**src/itte_defines.vh**
```
// register offsets, descriptor field positions and mode and size codes of the transfer engine
`ifndef ITTE_DEFINES_VH
`define ITTE_DEFINES_VH

// apb register byte offsets
`define ITTE_OFS_OPERATION 12'h000
`define ITTE_OFS_DESC_BASE 12'h004
`define ITTE_OFS_INDEX_BASE 12'h008
`define ITTE_OFS_SEQ_ENABLE 12'h00c
`define ITTE_OFS_DISPLACE 12'h010
`define ITTE_OFS_STATUS 12'h014

// operation_reg bits and reset value
`define ITTE_OP_STOP 0
`define ITTE_OP_SHORT 1
`define ITTE_OP_RSKIP 2
`define ITTE_OP_RESET 3'h0

// sequence_enable_reg fields
`define ITTE_SEQ_EN 0
`define ITTE_SEQ_CH_LSB 8

// descriptor layout: four words, 16 bytes per descriptor
`define ITTE_DESC_WORDS 3'h4
`define ITTE_DESC_STRIDE 32'h00000010
// word 0: transfer_mode_word_a [7:0], transfer_mode_word_b [15:8], transfer_mode_word_c [23:16]
`define ITTE_MA_MODE 7:6
`define ITTE_MA_SIZE 5:4
`define ITTE_MA_SRC_AM 3:2
`define ITTE_MA_WRITEBACK_DISABLE_BIT 0
`define ITTE_MB_CHAIN 15
`define ITTE_MB_CHAIN_ZERO 14
`define ITTE_MB_IRQ_EACH 13
`define ITTE_MB_DST_SIDE 12
`define ITTE_MB_DST_AM 11:10
`define ITTE_MB_SEQUENCE_END_BIT 9
`define ITTE_MB_INDEX_TABLE_REF_BIT 8
`define ITTE_MC_DISP 16
// word 3: normal count [15:0]; repeat/block unit count [7:0], reload [15:8], blocks [31:16]

// transfer modes and unit sizes
`define ITTE_MODE_NORMAL 2'h0
`define ITTE_MODE_REPEAT 2'h1
`define ITTE_MODE_BLOCK 2'h2
`define ITTE_SIZE_BYTE 2'h0
`define ITTE_SIZE_WORD 2'h1
`define ITTE_SIZE_LONG 2'h2

// short-address mode keeps 24 address bits and sign-extends bit 23
`define ITTE_SHORT_MSB 23

`endif

```
**src/itte_engine.v**
```verilog
// interrupt-triggered transfer engine with apb registers and a main-bus master port
//
// Operation
// - one channel per activating interrupt source, set by CHANNELS
// - normal mode moves one unit per activation
// - repeat mode moves one unit, restores repeat-side address after repeat size
// - repeat size up to 256 units, 1,024 bytes at longword size
// - block mode moves one whole block per activation
// - block length 1 to 256 units
// - unit size byte, word or longword
// - chaining runs several descriptors on one request
// - chain link continues always or only when counter reached zero
// - only one selected sequence trigger source at a time
// - up to 256 sequences for the trigger source
// - first transferred data value selects the sequence
// - sequence runs whole or suspends and resumes on next request
// - short-address mode limits addresses to the two 8 MB halves
// - full-address mode spans the whole 4 GB space
// - cpu interrupt after each unit (each block in block mode) or after the programmed count
// - event link request after each unit, or each block
// - skip descriptor fetch when the same descriptor is reused
// - skip write-back of unchanged fields when address is fixed
// - write-back disable bit suppresses all descriptor write-back
// - displacement register added to source address when the descriptor enables it
// - module stop state halts the engine once its running transfer ends
// - memory reached over a synchronous main bus
//
// The APB interface to the registers and the register addresses were decided locally.
`include "itte_defines.vh"

module itte_engine #(
  parameter CHANNELS = 8,
  parameter CH_W = 3
) (
  input wire clock,
  input wire reset_n,
  input wire psel,
  input wire penable,
  input wire pwrite,
  input wire [11:0] paddr,
  input wire [31:0] pwdata,
  output reg [31:0] prdata,
  output wire pready,
  output wire pslverr,
  input wire [CHANNELS-1:0] act_req,
  output reg act_ack,
  output reg [CH_W-1:0] act_ack_channel,
  output reg mem_req,
  output reg mem_we,
  output reg [31:0] mem_addr,
  output reg [1:0] mem_size,
  output reg [31:0] mem_wdata,
  input wire [31:0] mem_rdata,
  input wire mem_ack,
  output reg cpu_irq_req,
  output reg [CH_W-1:0] cpu_irq_channel,
  output reg event_link_req,
  output reg [CH_W-1:0] event_link_channel,
  output wire busy
);

  localparam S_IDLE = 3'h0;
  localparam S_FETCH = 3'h1;
  localparam S_RD = 3'h2;
  localparam S_WR = 3'h3;
  localparam S_WB = 3'h4;
  localparam S_NEXT = 3'h5;
  localparam S_IDX = 3'h6;

  reg [2:0] state;
  reg [2:0] operation_reg;
  reg [31:0] desc_base;
  reg [31:0] index_table_base_reg;
  reg [15:0] sequence_enable_reg;
  reg [15:0] address_displacement_reg;
  reg [CH_W-1:0] cur_ch;
  reg [31:0] target;
  reg [31:0] d_addr;
  reg d_valid;
  reg [23:0] d_mode;
  reg [31:0] d_sar;
  reg [31:0] d_dar;
  reg [31:0] d_cnt;
  reg [31:0] data;
  reg [2:0] widx;
  reg cnt_zero;
  reg in_seq;
  reg seq_pick;
  reg first_rd;
  reg [7:0] first_byte;
  reg seq_resume_valid;
  reg [31:0] seq_resume;

  // fixed slave timing: every access completes in its first access cycle
  wire apb_go = psel && penable;
  wire mapped = (paddr == `ITTE_OFS_OPERATION) || (paddr == `ITTE_OFS_DESC_BASE) ||
    (paddr == `ITTE_OFS_INDEX_BASE) || (paddr == `ITTE_OFS_SEQ_ENABLE) ||
    (paddr == `ITTE_OFS_DISPLACE) || (paddr == `ITTE_OFS_STATUS);
  assign pready = 1'b1;
  assign pslverr = apb_go && !mapped;
  assign busy = (state != S_IDLE);

  wire [1:0] md = d_mode[`ITTE_MA_MODE];
  wire [1:0] sz = d_mode[`ITTE_MA_SIZE];
  wire [1:0] sam = d_mode[`ITTE_MA_SRC_AM];
  wire [1:0] dam = d_mode[`ITTE_MB_DST_AM];
  wire writeback_disable_bit = d_mode[`ITTE_MA_WRITEBACK_DISABLE_BIT];
  wire dst_side = d_mode[`ITTE_MB_DST_SIDE];
  wire stopped = operation_reg[`ITTE_OP_STOP];
  wire [CH_W-1:0] seq_ch = sequence_enable_reg[`ITTE_SEQ_CH_LSB +: CH_W];
  wire seq_en = sequence_enable_reg[`ITTE_SEQ_EN];

  // size codes; the reserved code is treated as longword
  function [1:0] unit_shift;
    input [1:0] s;
    begin
      unit_shift = (s == `ITTE_SIZE_BYTE) ? 2'h0 : ((s == `ITTE_SIZE_WORD) ? 2'h1 : 2'h2);
    end
  endfunction

  function [31:0] step;
    input [31:0] a;
    input [1:0] am;
    input [1:0] s;
    reg [31:0] u;
    begin
      u = 32'h00000001 << unit_shift(s);
      step = am[1] ? (am[0] ? a - u : a + u) : a;
    end
  endfunction

  // rewinds an address that has advanced over n units (n of 0 means 256)
  function [31:0] rewind;
    input [31:0] a;
    input [1:0] am;
    input [1:0] s;
    input [7:0] n;
    reg [31:0] span;
    begin
      span = {23'h0, (n == 8'h00), n} << unit_shift(s);
      rewind = am[1] ? (am[0] ? a + span : a - span) : a;
    end
  endfunction

  // address space mapping on every bus address
  function [31:0] map_addr;
    input [31:0] a;
    input short_mode;
    begin
      map_addr = short_mode ? {{8{a[`ITTE_SHORT_MSB]}}, a[`ITTE_SHORT_MSB:0]} : a;
    end
  endfunction

  function wb_needed;
    input [2:0] w;
    input dis;
    input [1:0] s_am;
    input [1:0] t_am;
    begin
      wb_needed = !dis && ((w == 3'h1 && s_am[1]) || (w == 3'h2 && t_am[1]) || w == 3'h3);
    end
  endfunction

  reg pend_any;
  reg [CH_W-1:0] pend_ch;
  integer i;
  always @* begin
    pend_any = 1'b0;
    pend_ch = {CH_W{1'b0}};
    for (i = CHANNELS - 1; i >= 0; i = i - 1) begin
      if (act_req[i]) begin
        pend_any = 1'b1;
        pend_ch = i[CH_W-1:0];
      end
    end
  end

  // apb read mux, combinational from paddr with no register stage
  always @* begin
    case (paddr)
      `ITTE_OFS_OPERATION: prdata = {29'h0, operation_reg};
      `ITTE_OFS_DESC_BASE: prdata = desc_base;
      `ITTE_OFS_INDEX_BASE: prdata = index_table_base_reg;
      `ITTE_OFS_SEQ_ENABLE: prdata = {16'h0, sequence_enable_reg};
      `ITTE_OFS_DISPLACE: prdata = {16'h0, address_displacement_reg};
      `ITTE_OFS_STATUS: prdata = {15'h0, seq_resume_valid, {(8 - CH_W){1'b0}}, cur_ch,
        4'h0, state, busy};
      default: prdata = 32'h00000000;
    endcase
  end

  wire [31:0] vector_addr = desc_base + {{(28 - CH_W){1'b0}}, pend_ch, 4'h0};
  wire [31:0] disp_ext = {{16{address_displacement_reg[15]}}, address_displacement_reg};
  // displacement shifts the read address only, so sar write-back is unaffected
  wire [31:0] src_eff = d_mode[`ITTE_MC_DISP] ? d_sar + disp_ext : d_sar;
  wire [7:0] unit_next = d_cnt[7:0] - 8'h01;
  wire [15:0] norm_next = d_cnt[15:0] - 16'h0001;
  wire [15:0] blk_next = d_cnt[31:16] - 16'h0001;
  wire [31:0] sar_step = step(d_sar, sam, sz);
  wire [31:0] dar_step = step(d_dar, dam, sz);
  wire bus_done = mem_req && mem_ack;
  wire short_mode = operation_reg[`ITTE_OP_SHORT];

  always @(posedge clock) begin
    if (!reset_n) begin
      state <= S_IDLE;
      operation_reg <= `ITTE_OP_RESET;
      desc_base <= 32'h00000000;
      index_table_base_reg <= 32'h00000000;
      sequence_enable_reg <= 16'h0000;
      address_displacement_reg <= 16'h0000;
      cur_ch <= {CH_W{1'b0}};
      target <= 32'h00000000;
      d_addr <= 32'h00000000;
      d_valid <= 1'b0;
      d_mode <= 24'h000000;
      d_sar <= 32'h00000000;
      d_dar <= 32'h00000000;
      d_cnt <= 32'h00000000;
      data <= 32'h00000000;
      widx <= 3'h0;
      cnt_zero <= 1'b0;
      in_seq <= 1'b0;
      seq_pick <= 1'b0;
      first_rd <= 1'b0;
      first_byte <= 8'h00;
      seq_resume_valid <= 1'b0;
      seq_resume <= 32'h00000000;
      act_ack <= 1'b0;
      act_ack_channel <= {CH_W{1'b0}};
      mem_req <= 1'b0;
      mem_we <= 1'b0;
      mem_addr <= 32'h00000000;
      mem_size <= 2'h0;
      mem_wdata <= 32'h00000000;
      cpu_irq_req <= 1'b0;
      cpu_irq_channel <= {CH_W{1'b0}};
      event_link_req <= 1'b0;
      event_link_channel <= {CH_W{1'b0}};
    end else begin
      act_ack <= 1'b0;
      cpu_irq_req <= 1'b0;
      event_link_req <= 1'b0;
      if (bus_done) begin
        mem_req <= 1'b0;
      end
      if (apb_go && pwrite) begin
        case (paddr)
          `ITTE_OFS_OPERATION: operation_reg <= pwdata[2:0];
          `ITTE_OFS_DESC_BASE: desc_base <= pwdata;
          `ITTE_OFS_INDEX_BASE: index_table_base_reg <= pwdata;
          // a single trigger channel field; writing it while idle drops any suspended sequence
          `ITTE_OFS_SEQ_ENABLE: sequence_enable_reg <= pwdata[15:0];
          `ITTE_OFS_DISPLACE: address_displacement_reg <= pwdata[15:0];
          default: ;
        endcase
      end
      case (state)
        S_IDLE: begin
          // stop halts new activations; request taken from the controller
          if (pend_any && !stopped) begin
            act_ack <= 1'b1;
            act_ack_channel <= pend_ch;
            cur_ch <= pend_ch;
            first_rd <= 1'b1;
            widx <= 3'h0;
            in_seq <= seq_en && pend_ch == seq_ch;
            seq_pick <= seq_en && pend_ch == seq_ch && !seq_resume_valid;
            // resume a suspended sequence at its stopping point
            if (seq_en && pend_ch == seq_ch && seq_resume_valid) begin
              target <= seq_resume;
            end else begin
              target <= vector_addr;
            end
            state <= S_FETCH;
          end
        end
        S_FETCH: begin
          // reuse the loaded descriptor when it is the same one
          if (!mem_req && widx == 3'h0 && operation_reg[`ITTE_OP_RSKIP] && d_valid &&
              d_addr == target) begin
            state <= S_RD;
          end else if (!mem_req) begin
            mem_req <= 1'b1;
            mem_we <= 1'b0;
            mem_size <= `ITTE_SIZE_LONG;
            mem_addr <= map_addr(target + {27'h0, widx, 2'h0}, short_mode);
          end else if (bus_done) begin
            case (widx)
              3'h0: d_mode <= mem_rdata[23:0];
              3'h1: d_sar <= mem_rdata;
              3'h2: d_dar <= mem_rdata;
              default: d_cnt <= mem_rdata;
            endcase
            if (widx == `ITTE_DESC_WORDS - 3'h1) begin
              widx <= 3'h0;
              d_addr <= target;
              d_valid <= 1'b1;
              state <= S_RD;
            end else begin
              widx <= widx + 3'h1;
            end
          end
        end
        S_RD: begin
          // one unit read of the selected width
          if (!mem_req) begin
            mem_req <= 1'b1;
            mem_we <= 1'b0;
            mem_size <= sz;
            mem_addr <= map_addr(src_eff, short_mode);
          end else if (bus_done) begin
            data <= mem_rdata;
            if (first_rd) begin
              first_byte <= mem_rdata[7:0];
            end
            first_rd <= 1'b0;
            state <= S_WR;
          end
        end
        S_WR: begin
          if (!mem_req) begin
            mem_req <= 1'b1;
            mem_we <= 1'b1;
            mem_size <= sz;
            mem_addr <= map_addr(d_dar, short_mode);
            mem_wdata <= data;
          end else if (bus_done) begin
            // advance both addresses after every unit
            d_sar <= sar_step;
            d_dar <= dar_step;
            state <= S_WB;
            case (md)
              `ITTE_MODE_REPEAT: begin
                // one unit per activation with its event link request
                event_link_req <= 1'b1;
                event_link_channel <= cur_ch;
                // reload counter and rewind repeat-side address
                if (unit_next == 8'h00) begin
                  d_cnt[7:0] <= d_cnt[15:8];
                  cnt_zero <= 1'b1;
                  if (dst_side) begin
                    d_dar <= rewind(dar_step, dam, sz, d_cnt[15:8]);
                  end else begin
                    d_sar <= rewind(sar_step, sam, sz, d_cnt[15:8]);
                  end
                end else begin
                  d_cnt[7:0] <= unit_next;
                  cnt_zero <= 1'b0;
                end
              end
              `ITTE_MODE_BLOCK: begin
                // loop units until the block length is exhausted
                if (unit_next == 8'h00) begin
                  d_cnt[7:0] <= d_cnt[15:8];
                  d_cnt[31:16] <= blk_next;
                  cnt_zero <= blk_next == 16'h0000;
                  // one event link request per whole block
                  event_link_req <= 1'b1;
                  event_link_channel <= cur_ch;
                  if (dst_side) begin
                    d_dar <= rewind(dar_step, dam, sz, d_cnt[15:8]);
                  end else begin
                    d_sar <= rewind(sar_step, sam, sz, d_cnt[15:8]);
                  end
                end else begin
                  d_cnt[7:0] <= unit_next;
                  state <= S_RD;
                end
              end
              default: begin
                // normal mode: one unit, count down
                d_cnt[15:0] <= norm_next;
                cnt_zero <= norm_next == 16'h0000;
                event_link_req <= 1'b1;
                event_link_channel <= cur_ch;
              end
            endcase
          end
        end
        S_WB: begin
          // write back changed words; skip those not needed
          if (!mem_req) begin
            if (widx == `ITTE_DESC_WORDS) begin
              widx <= 3'h0;
              state <= S_NEXT;
            end else if (!wb_needed(widx, writeback_disable_bit, sam, dam)) begin
              widx <= widx + 3'h1;
            end else begin
              mem_req <= 1'b1;
              mem_we <= 1'b1;
              mem_size <= `ITTE_SIZE_LONG;
              mem_addr <= map_addr(d_addr + {27'h0, widx, 2'h0}, short_mode);
              mem_wdata <= (widx == 3'h1) ? d_sar : ((widx == 3'h2) ? d_dar : d_cnt);
            end
          end else if (bus_done) begin
            widx <= widx + 3'h1;
          end
        end
        S_NEXT: begin
          // cpu interrupt per unit (per block in block mode) or when the count is exhausted
          if (d_mode[`ITTE_MB_IRQ_EACH] || cnt_zero) begin
            cpu_irq_req <= 1'b1;
            cpu_irq_channel <= cur_ch;
          end
          first_rd <= 1'b1;
          if (in_seq && seq_pick && d_mode[`ITTE_MB_INDEX_TABLE_REF_BIT]) begin
            // the first data value indexes the sequence table
            seq_pick <= 1'b0;
            state <= S_IDX;
          end else if (in_seq && d_mode[`ITTE_MB_SEQUENCE_END_BIT]) begin
            seq_resume_valid <= 1'b0;
            state <= S_IDLE;
          end else if (d_mode[`ITTE_MB_CHAIN] && (!d_mode[`ITTE_MB_CHAIN_ZERO] || cnt_zero)) begin
            target <= d_addr + `ITTE_DESC_STRIDE;
            state <= S_FETCH;
          end else if (in_seq && !seq_pick) begin
            // sequence division: park the next descriptor for the next request
            seq_resume <= d_addr + `ITTE_DESC_STRIDE;
            seq_resume_valid <= 1'b1;
            state <= S_IDLE;
          end else begin
            state <= S_IDLE;
          end
        end
        S_IDX: begin
          // 256 longword entries, one per sequence
          if (!mem_req) begin
            mem_req <= 1'b1;
            mem_we <= 1'b0;
            mem_size <= `ITTE_SIZE_LONG;
            mem_addr <= map_addr(index_table_base_reg + {22'h0, first_byte, 2'h0}, short_mode);
          end else if (bus_done) begin
            target <= mem_rdata;
            state <= S_FETCH;
          end
        end
        default: state <= S_IDLE;
      endcase
      // software changes to descriptor location invalidate the reuse shortcut
      if (apb_go && pwrite && (paddr == `ITTE_OFS_DESC_BASE || paddr == `ITTE_OFS_SEQ_ENABLE)) begin
        d_valid <= 1'b0;
        if (paddr == `ITTE_OFS_SEQ_ENABLE && state == S_IDLE) begin
          seq_resume_valid <= 1'b0;
        end
      end
    end
  end

endmodule // itte_engine

```
**config.mk**
```make
export PLATFORM = sky130hd
export DESIGN_NAME = itte_engine
export DESIGN_NICKNAME = d
export VERILOG_FILES = /design/src/itte_engine.v
export VERILOG_INCLUDE_DIRS = /design/src
export SDC_FILE = /design/constraint.sdc
export NUM_CORES = 2
export LEC_CHECK = 0
export ABC_AREA = 1
export BUFFER_PORTS_ARGS = -buffer_cell sky130_fd_sc_hd__buf_4
export CAP_MARGIN = 20
export CORE_MARGIN = 5
export CORE_UTILIZATION = 30
export CTS_CLUSTER_SIZE = 24
export DETAILED_ROUTE_END_ITERATION = 12
export SYNTH_ARGS = -nofsm -noshare
export SYNTH_HDL_FRONTEND = slang
export SYNTH_SLANG_ARGS = --single-unit
```
**constraint.sdc**
```tcl
create_clock -name clock -period 5.95 [get_ports clock]
set_input_delay 0.595 -clock clock [delete_from_list [all_inputs] [get_ports clock]]
set_output_delay 0.595 -clock clock [all_outputs]
set_load 0.005 [all_outputs]
```
### Word level (Yosys, flattened, before mapping)

Index checks and enable logic that the tools add are counted.

| storage, ports and cells | value |
|---|---|
| register bits | 440 |
| input bits | 90 |
| output and inout port bits | 115 |
| word-level logic and storage cells | 369 |

| operators by class | value |
|---|---|
| add/sub/neg operators | 18 |
| equal/unequal tests | 55 |
| shift-type cells | 2 |
| muxes and demuxes | 161 |
| bitwise logic cells | 5 |
| reductions and logical operators | 93 |

Operators with widths:

| cell | count |
|---|---|
| 32-bit two-way mux | 59 |
| 32-bit one-hot mux with 2 select lines | 4 |
| 32-bit one-hot mux with 6 select lines | 1 |
| 32-bit adder | 5 |
| 32-bit one-hot mux with 5 select lines | 1 |
| 32-bit subtractor | 4 |
| 3-bit two-way mux | 35 |
| 32-bit one-hot mux with 3 select lines | 1 |
| 32-bit by 5-bit adder with 32-bit output | 2 |
| 2-bit != test, second input constant | 30 |
| 1-bit two-way mux | 39 |
| 7-bit AND reduction | 5 |
| 32-bit by 10-bit adder with 32-bit output | 1 |
| 32-bit by 5-bit adder with 32-bit output, second input constant | 1 |
| 32-bit by 7-bit adder with 32-bit output | 1 |
| 32-bit equality test | 1 |
| 16-bit zero test | 2 |
| 16-bit two-way mux | 2 |
| 1-bit by 2-bit left shift with 32-bit output, first input constant | 1 |
| 9-bit by 2-bit left shift with 32-bit output | 1 |
| 16-bit by 1-bit subtractor with 16-bit output, second input constant | 2 |
| 12-bit by 4-bit equality test with 1-bit output, second input constant | 2 |
| 12-bit by 5-bit equality test with 1-bit output, second input constant | 2 |
| 8-bit two-way mux | 3 |
| 40 further kinds | 129 |

### Depth between registers and ports, before layout

| depth | value |
|---|---|
| depth after elaboration | 16 |
| mapped depth | 32 |
| gate-level depth less buffers | 31 |

### Least setup slack after synthesis

OpenSTA, ideal clock, no wires.

| path | value |
|---|---|
| kind | register -> register |
| from | register d_mode[2] |
| to | register d_sar[29] |
| library setup time | 0.119 ns |
| data arrival time | 4.315 ns |
| required time | 5.831 ns |
| slack | 1.516 ns |
| stages on the path, launching flop included | 29 |
| path buffers | 1 |
| period minus slack after synthesis | 4.434 ns |
| cell sequence | dfxtp_1 -> inv_1 -> buf_1 -> o21ai_0 -> fa_1 -> nand2_1 -> nand2_1 -> o21ai_0 -> o21ai_0 -> nand2_1 -> nand2_1 -> nand2_1 -> nand2_1 -> nand2_1 -> nand3_1 -> nand2_1 -> ha_1 -> a21oi_1 -> o21ai_0 -> a21oi_1 -> nor2_1 -> nor2_1 -> nand2_1 -> nand2_1 -> nand3_1 -> nand3_1 -> nand2_1 -> nand2_1 -> a21oi_1 |

| on the way | value |
|---|---|
| cells in the longest elaborated chain, start to end | 11 |
| elaborated cells between the ends (all ways) | 12 |
| classes of those cells | 2 x add/sub; 10 x mux |

RTL lines:

| element | RTL line | RTL |
|---|---|---|
| start, declared | itte_engine.v:80 | `reg [23:0] d_mode;` |
| start signal, assigned | itte_engine.v:290 | `3'h0: d_mode <= mem_rdata[23:0];` |
| 32-bit two-way mux (2 in a row) | itte_engine.v:128 | `step = am[1] ? (am[0] ? a - u : a + u) : a;` |
| 32-bit subtractor / 32-bit adder (equally long branches) | itte_engine.v:141 | `rewind = am[1] ? (am[0] ? a + span : a - span) : a;` |
| 32-bit two-way mux (2 in a row) | itte_engine.v:141 |  |
| 32-bit two-way mux | itte_engine.v:342, itte_engine.v:361 |  |
| 32-bit two-way mux | itte_engine.v:354 | `if (unit_next == 8'h00) begin` |
| 32-bit two-way mux * | - |  |
| 32-bit two-way mux * | itte_engine.v:328 | `end else if (bus_done) begin` |
| 32-bit two-way mux * | itte_engine.v:322 | `if (!mem_req) begin` |
| 32-bit one-hot mux with 2 select lines * | itte_engine.v:258 | `case (state)` |
| end signal, assigned | itte_engine.v:291 | `3'h1: d_sar <= mem_rdata;` |
| end signal, assigned | itte_engine.v:330 | `d_sar <= sar_step;` |
| end signal, assigned | itte_engine.v:345 | `d_sar <= rewind(sar_step, sam, sz, d_cnt[15:8]);` |
| end, declared | itte_engine.v:81 | `reg [31:0] d_sar;` |

Mark *: on every way between the ends. The rest lies on a longest branch, timed or not. The select of a mux whose other input is x is not followed.
A chain may end at the register's enable or synchronous reset.

### Worst setup path in the final report

| path | value |
|---|---|
| from | register d_mode[10] |
| to | register d_dar[30] |

| on the way | value |
|---|---|
| cells in the longest elaborated chain, start to end | 11 |
| elaborated cells between the ends (all ways) | 12 |
| classes of those cells | 2 x add/sub; 10 x mux |

RTL lines:

| element | RTL line | RTL |
|---|---|---|
| 32-bit two-way mux (2 in a row) | itte_engine.v:128 |  |
| 32-bit subtractor / 32-bit adder (equally long branches) | itte_engine.v:141 |  |
| 32-bit two-way mux (2 in a row) | itte_engine.v:141 |  |
| 32-bit two-way mux | itte_engine.v:342, itte_engine.v:361 |  |
| 32-bit two-way mux | itte_engine.v:354 |  |
| 32-bit two-way mux * | - |  |
| 32-bit two-way mux * | itte_engine.v:328 |  |
| 32-bit two-way mux * | itte_engine.v:322 |  |
| 32-bit one-hot mux with 2 select lines * | itte_engine.v:258 |  |
| end signal, assigned | itte_engine.v:292 | `3'h2: d_dar <= mem_rdata;` |
| end signal, assigned | itte_engine.v:331 | `d_dar <= dar_step;` |
| end signal, assigned | itte_engine.v:343 | `d_dar <= rewind(dar_step, dam, sz, d_cnt[15:8]);` |
| end, declared | itte_engine.v:82 | `reg [31:0] d_dar;` |

Marked as above.

==> results.toml <==
[worst_setup_path]
start_kind = "register"
critPathSlowestCell = "buf_4"
path_max_fanout = 51
cp.required_ns = 6.56
worstSetupPathType = "reg2reg"
cp-end-kind = "register"
cp_common_cell = "nand2_1"
cp.arrival_ns = 5.65
max_stage_delay_ns = 0.52

[detailed_routing]
vias = 45800
ant_nets = 0
drt_wl_total_um = 208000
firstDrtPassIters = 7
via_per_inst = 5.62
drt_iter0_drc = 5752
wl_per_cell_um = 25.6
drc = 0

[sta]
setup_viol_count_final = 0
rsz0062_at_grt = "no"
relSlewSlack_pct = 24.2
min_period_ns = 5.04
fmax_mhz = 198
setup_tns_ns = 0
worstMarginPinSlew_ns = 1.13
finalHoldViolations = 0
fin_crit_sh_pct = 84.7
finalMaxSlewViolations = 0
fin_skew_ns = 0.0197

[clocking]
htreeDepth = 2
clock_latency_ns = 0.69
cts_tree = "yes"
hold_buffers = 0
cts_sinks = 439
clk_path_buf_depth = 3
post_cts_buffers = 0
root_buffer = "clkbuf_16"
cts.repair.resized = 0
cts_buffers = 55
path_clk_slew_ns = 0.06

[synth]
synth_ff_type = "dfxtp_1"
synthDistinctLibCells = 60
syn_area_per_cell_um2 = 5.96
syn_inst = 6381
seq_area_frac_synth_pct = 23.1
async_flop_share_pct = 0
syn_area_mm2 = 0.0380
synth_edf_count = 0
ys_seq_elements = 439
yosysWarningCount = 0

[global_route]
use_met3_pct = 4.97
grt_usage_pct = 29.5
met2_usage_pct = 45.2
grt_util_met1_pct = 38.3
grt_max_degree = 131
grt_pass1_wl_um = 296000
grt_overflow = 0
grt_pass1_vias = 42100
busiest_layer = "met2"
antenna_found_initial = 7

[die]
die_area_mm2 = 0.134
num_rows = 130
die_width_um = 366
die_y_um = 366
ios = 205
core_mm2 = 0.126
start_util_pct = 30.2

[layout]
nets = 6738
layout-drive-gt1-share_pct = 7.07
layout_commonest_cell = "nand2_1"
final_util_pct = 34.2
area_delta_synth_final_pct = 13.0
n_fill_cell = 14100
most-common-layout-cells = "nand2_1 (1,474), inv_1 (798), nor2_1 (690), a21oi_1 (679), o21ai_0 (548)"

[placed_design]
portBuffers = 203
dp_hpwl_um = 165000
place_congestion = 1.03

[pwr]
power_density_mw_per_mm2 = 335
leakage_nw = 19.8
ir_worst_vdd_mv = 0.257

[flow_run]
cap_violations = 0

[outcome]
status = "finished, final reports clean"

[worst_hold_path]
hp-class = "in2reg"
[logic make-up after synthesis]
group                    share of synthesized area [%]
adder cells (fa/ha/maj)                           6.63
other                                           0.0197
buffers and inverters                             11.1
flip-flops                                        23.1
AND/OR/NAND/NOR                                   31.7
XOR/XNOR                                          3.04
AO/OA/AOI/OAI                                     24.4
[report_power, final]
| part | leakage (nW) | switching, mW | internal, mW |
|---|---|---|---|
| Clock | 0.902 | 1.56 | 2.08 |
| Sequential | 3.55 | 0.553 | 3.29 |
| Combinational | 15.3 | 4.89 | 2.05 |
| Total | 19.8 | 7.00 | 7.42 |
[path summary, 6_finish.rpt]
kind                  start                     endpoint  cells after the start  slack (ns)
max              d_mode[10]                    d_dar[30]                     25        0.91
max reg2reg      d_mode[10]                    d_dar[30]                     25        0.91
min               pwdata[7]  address_displacement_reg[7]                      3        0.19
min reg2reg  seq_resume[12]               seq_resume[12]                      2        0.45
[worst max-delay path: cells and delay by family, from the launching register on]
| family | cells | cell delay, ns |
|---|---|---|
| AO/OA/AOI/OAI | 1 | 0.14 |
| adder cells (fa/ha/maj) | 2 | 0.79 |
| buffers and inverters | 3 | 0.75 |
| flip-flops | 1 | 0.32 |
| AND/OR/NAND/NOR | 19 | 2.90 |
[routing by layer]
layer	part of all wire (%)	up-vias
li1	-	21500
met1	40	21300
met2	43	2462
met3	9.1	505
met4	7.8	2
met5	0.0062	-
[synth_stat cells, types with 8 or more instances]
| library cell | n | area share, % |
|---|---|---|
| or2_2 | 18 | 0.30 |
| o221ai_1 | 17 | 0.39 |
| clkbuf_1 | 175 | 1.7 |
| o211ai_1 | 67 | 1.3 |
| o2111ai_1 | 9 | 0.21 |
| o21a_1 | 11 | 0.22 |
| xor2_1 | 117 | 2.7 |
| xnor2_1 | 15 | 0.35 |
| o21bai_1 | 29 | 0.57 |
| o22ai_1 | 35 | 0.58 |
| buf_2 | 58 | 0.76 |
| a22oi_1 | 40 | 0.79 |
| a21oi_1 | 681 | 9.0 |
| buf_1 | 14 | 0.14 |
| a221oi_1 | 31 | 0.71 |
| inv_1 | 798 | 7.9 |
| nor4_1 | 19 | 0.31 |
| nand3b_1 | 16 | 0.32 |
| and3_1 | 10 | 0.16 |
| nand4_1 | 89 | 1.5 |
| nor2_2 | 18 | 0.30 |
| ha_1 | 187 | 6.2 |
| dfxtp_1 | 439 | 23 |
| nor3_1 | 96 | 1.3 |
| a21o_1 | 20 | 0.39 |
| o21ai_1 | 23 | 0.30 |
| nand2_1 | 1475 | 15 |
| a211oi_1 | 77 | 1.5 |
| buf_4 | 8 | 0.16 |
| o21ai_0 | 548 | 7.2 |
| nor2_4 | 8 | 0.24 |
| nor2_1 | 692 | 6.8 |
| fa_1 | 9 | 0.47 |
| a31oi_1 | 42 | 0.69 |
| inv_2 | 18 | 0.18 |
| nand3_1 | 410 | 5.4 |
[per-stage QoR]
step	hold WS [ns]	area (µm²)	cells	worst slack [ns]	total power, mW
after global placement	0.440	41100	8043	1.08	10.6
final	0.191	43000	8145	0.911	14.4
after floorplan	0.430	38000	6382	1.52	8.02
after global routing	0.214	43000	8143	0.648	15.1
after CTS	0.160	42900	8141	1.18	14.2
after detailed placement	0.448	41100	8043	1.18	10.6
[layout make-up]
cell class	instances	area, µm²	share of cell area [%]
tap	1650	2060	4.80
antenna	2	5.00	0.0116
timing repair buffer	275	2110	4.90
clock buffer	76	1550	3.59
sequential	439	8790	20.5
inverter	822	3090	7.19
clock inverter	22	312	0.725
multi-input combinational	4859	25100	58.3
Note: power is estimated with default switching activity, not from simulation.
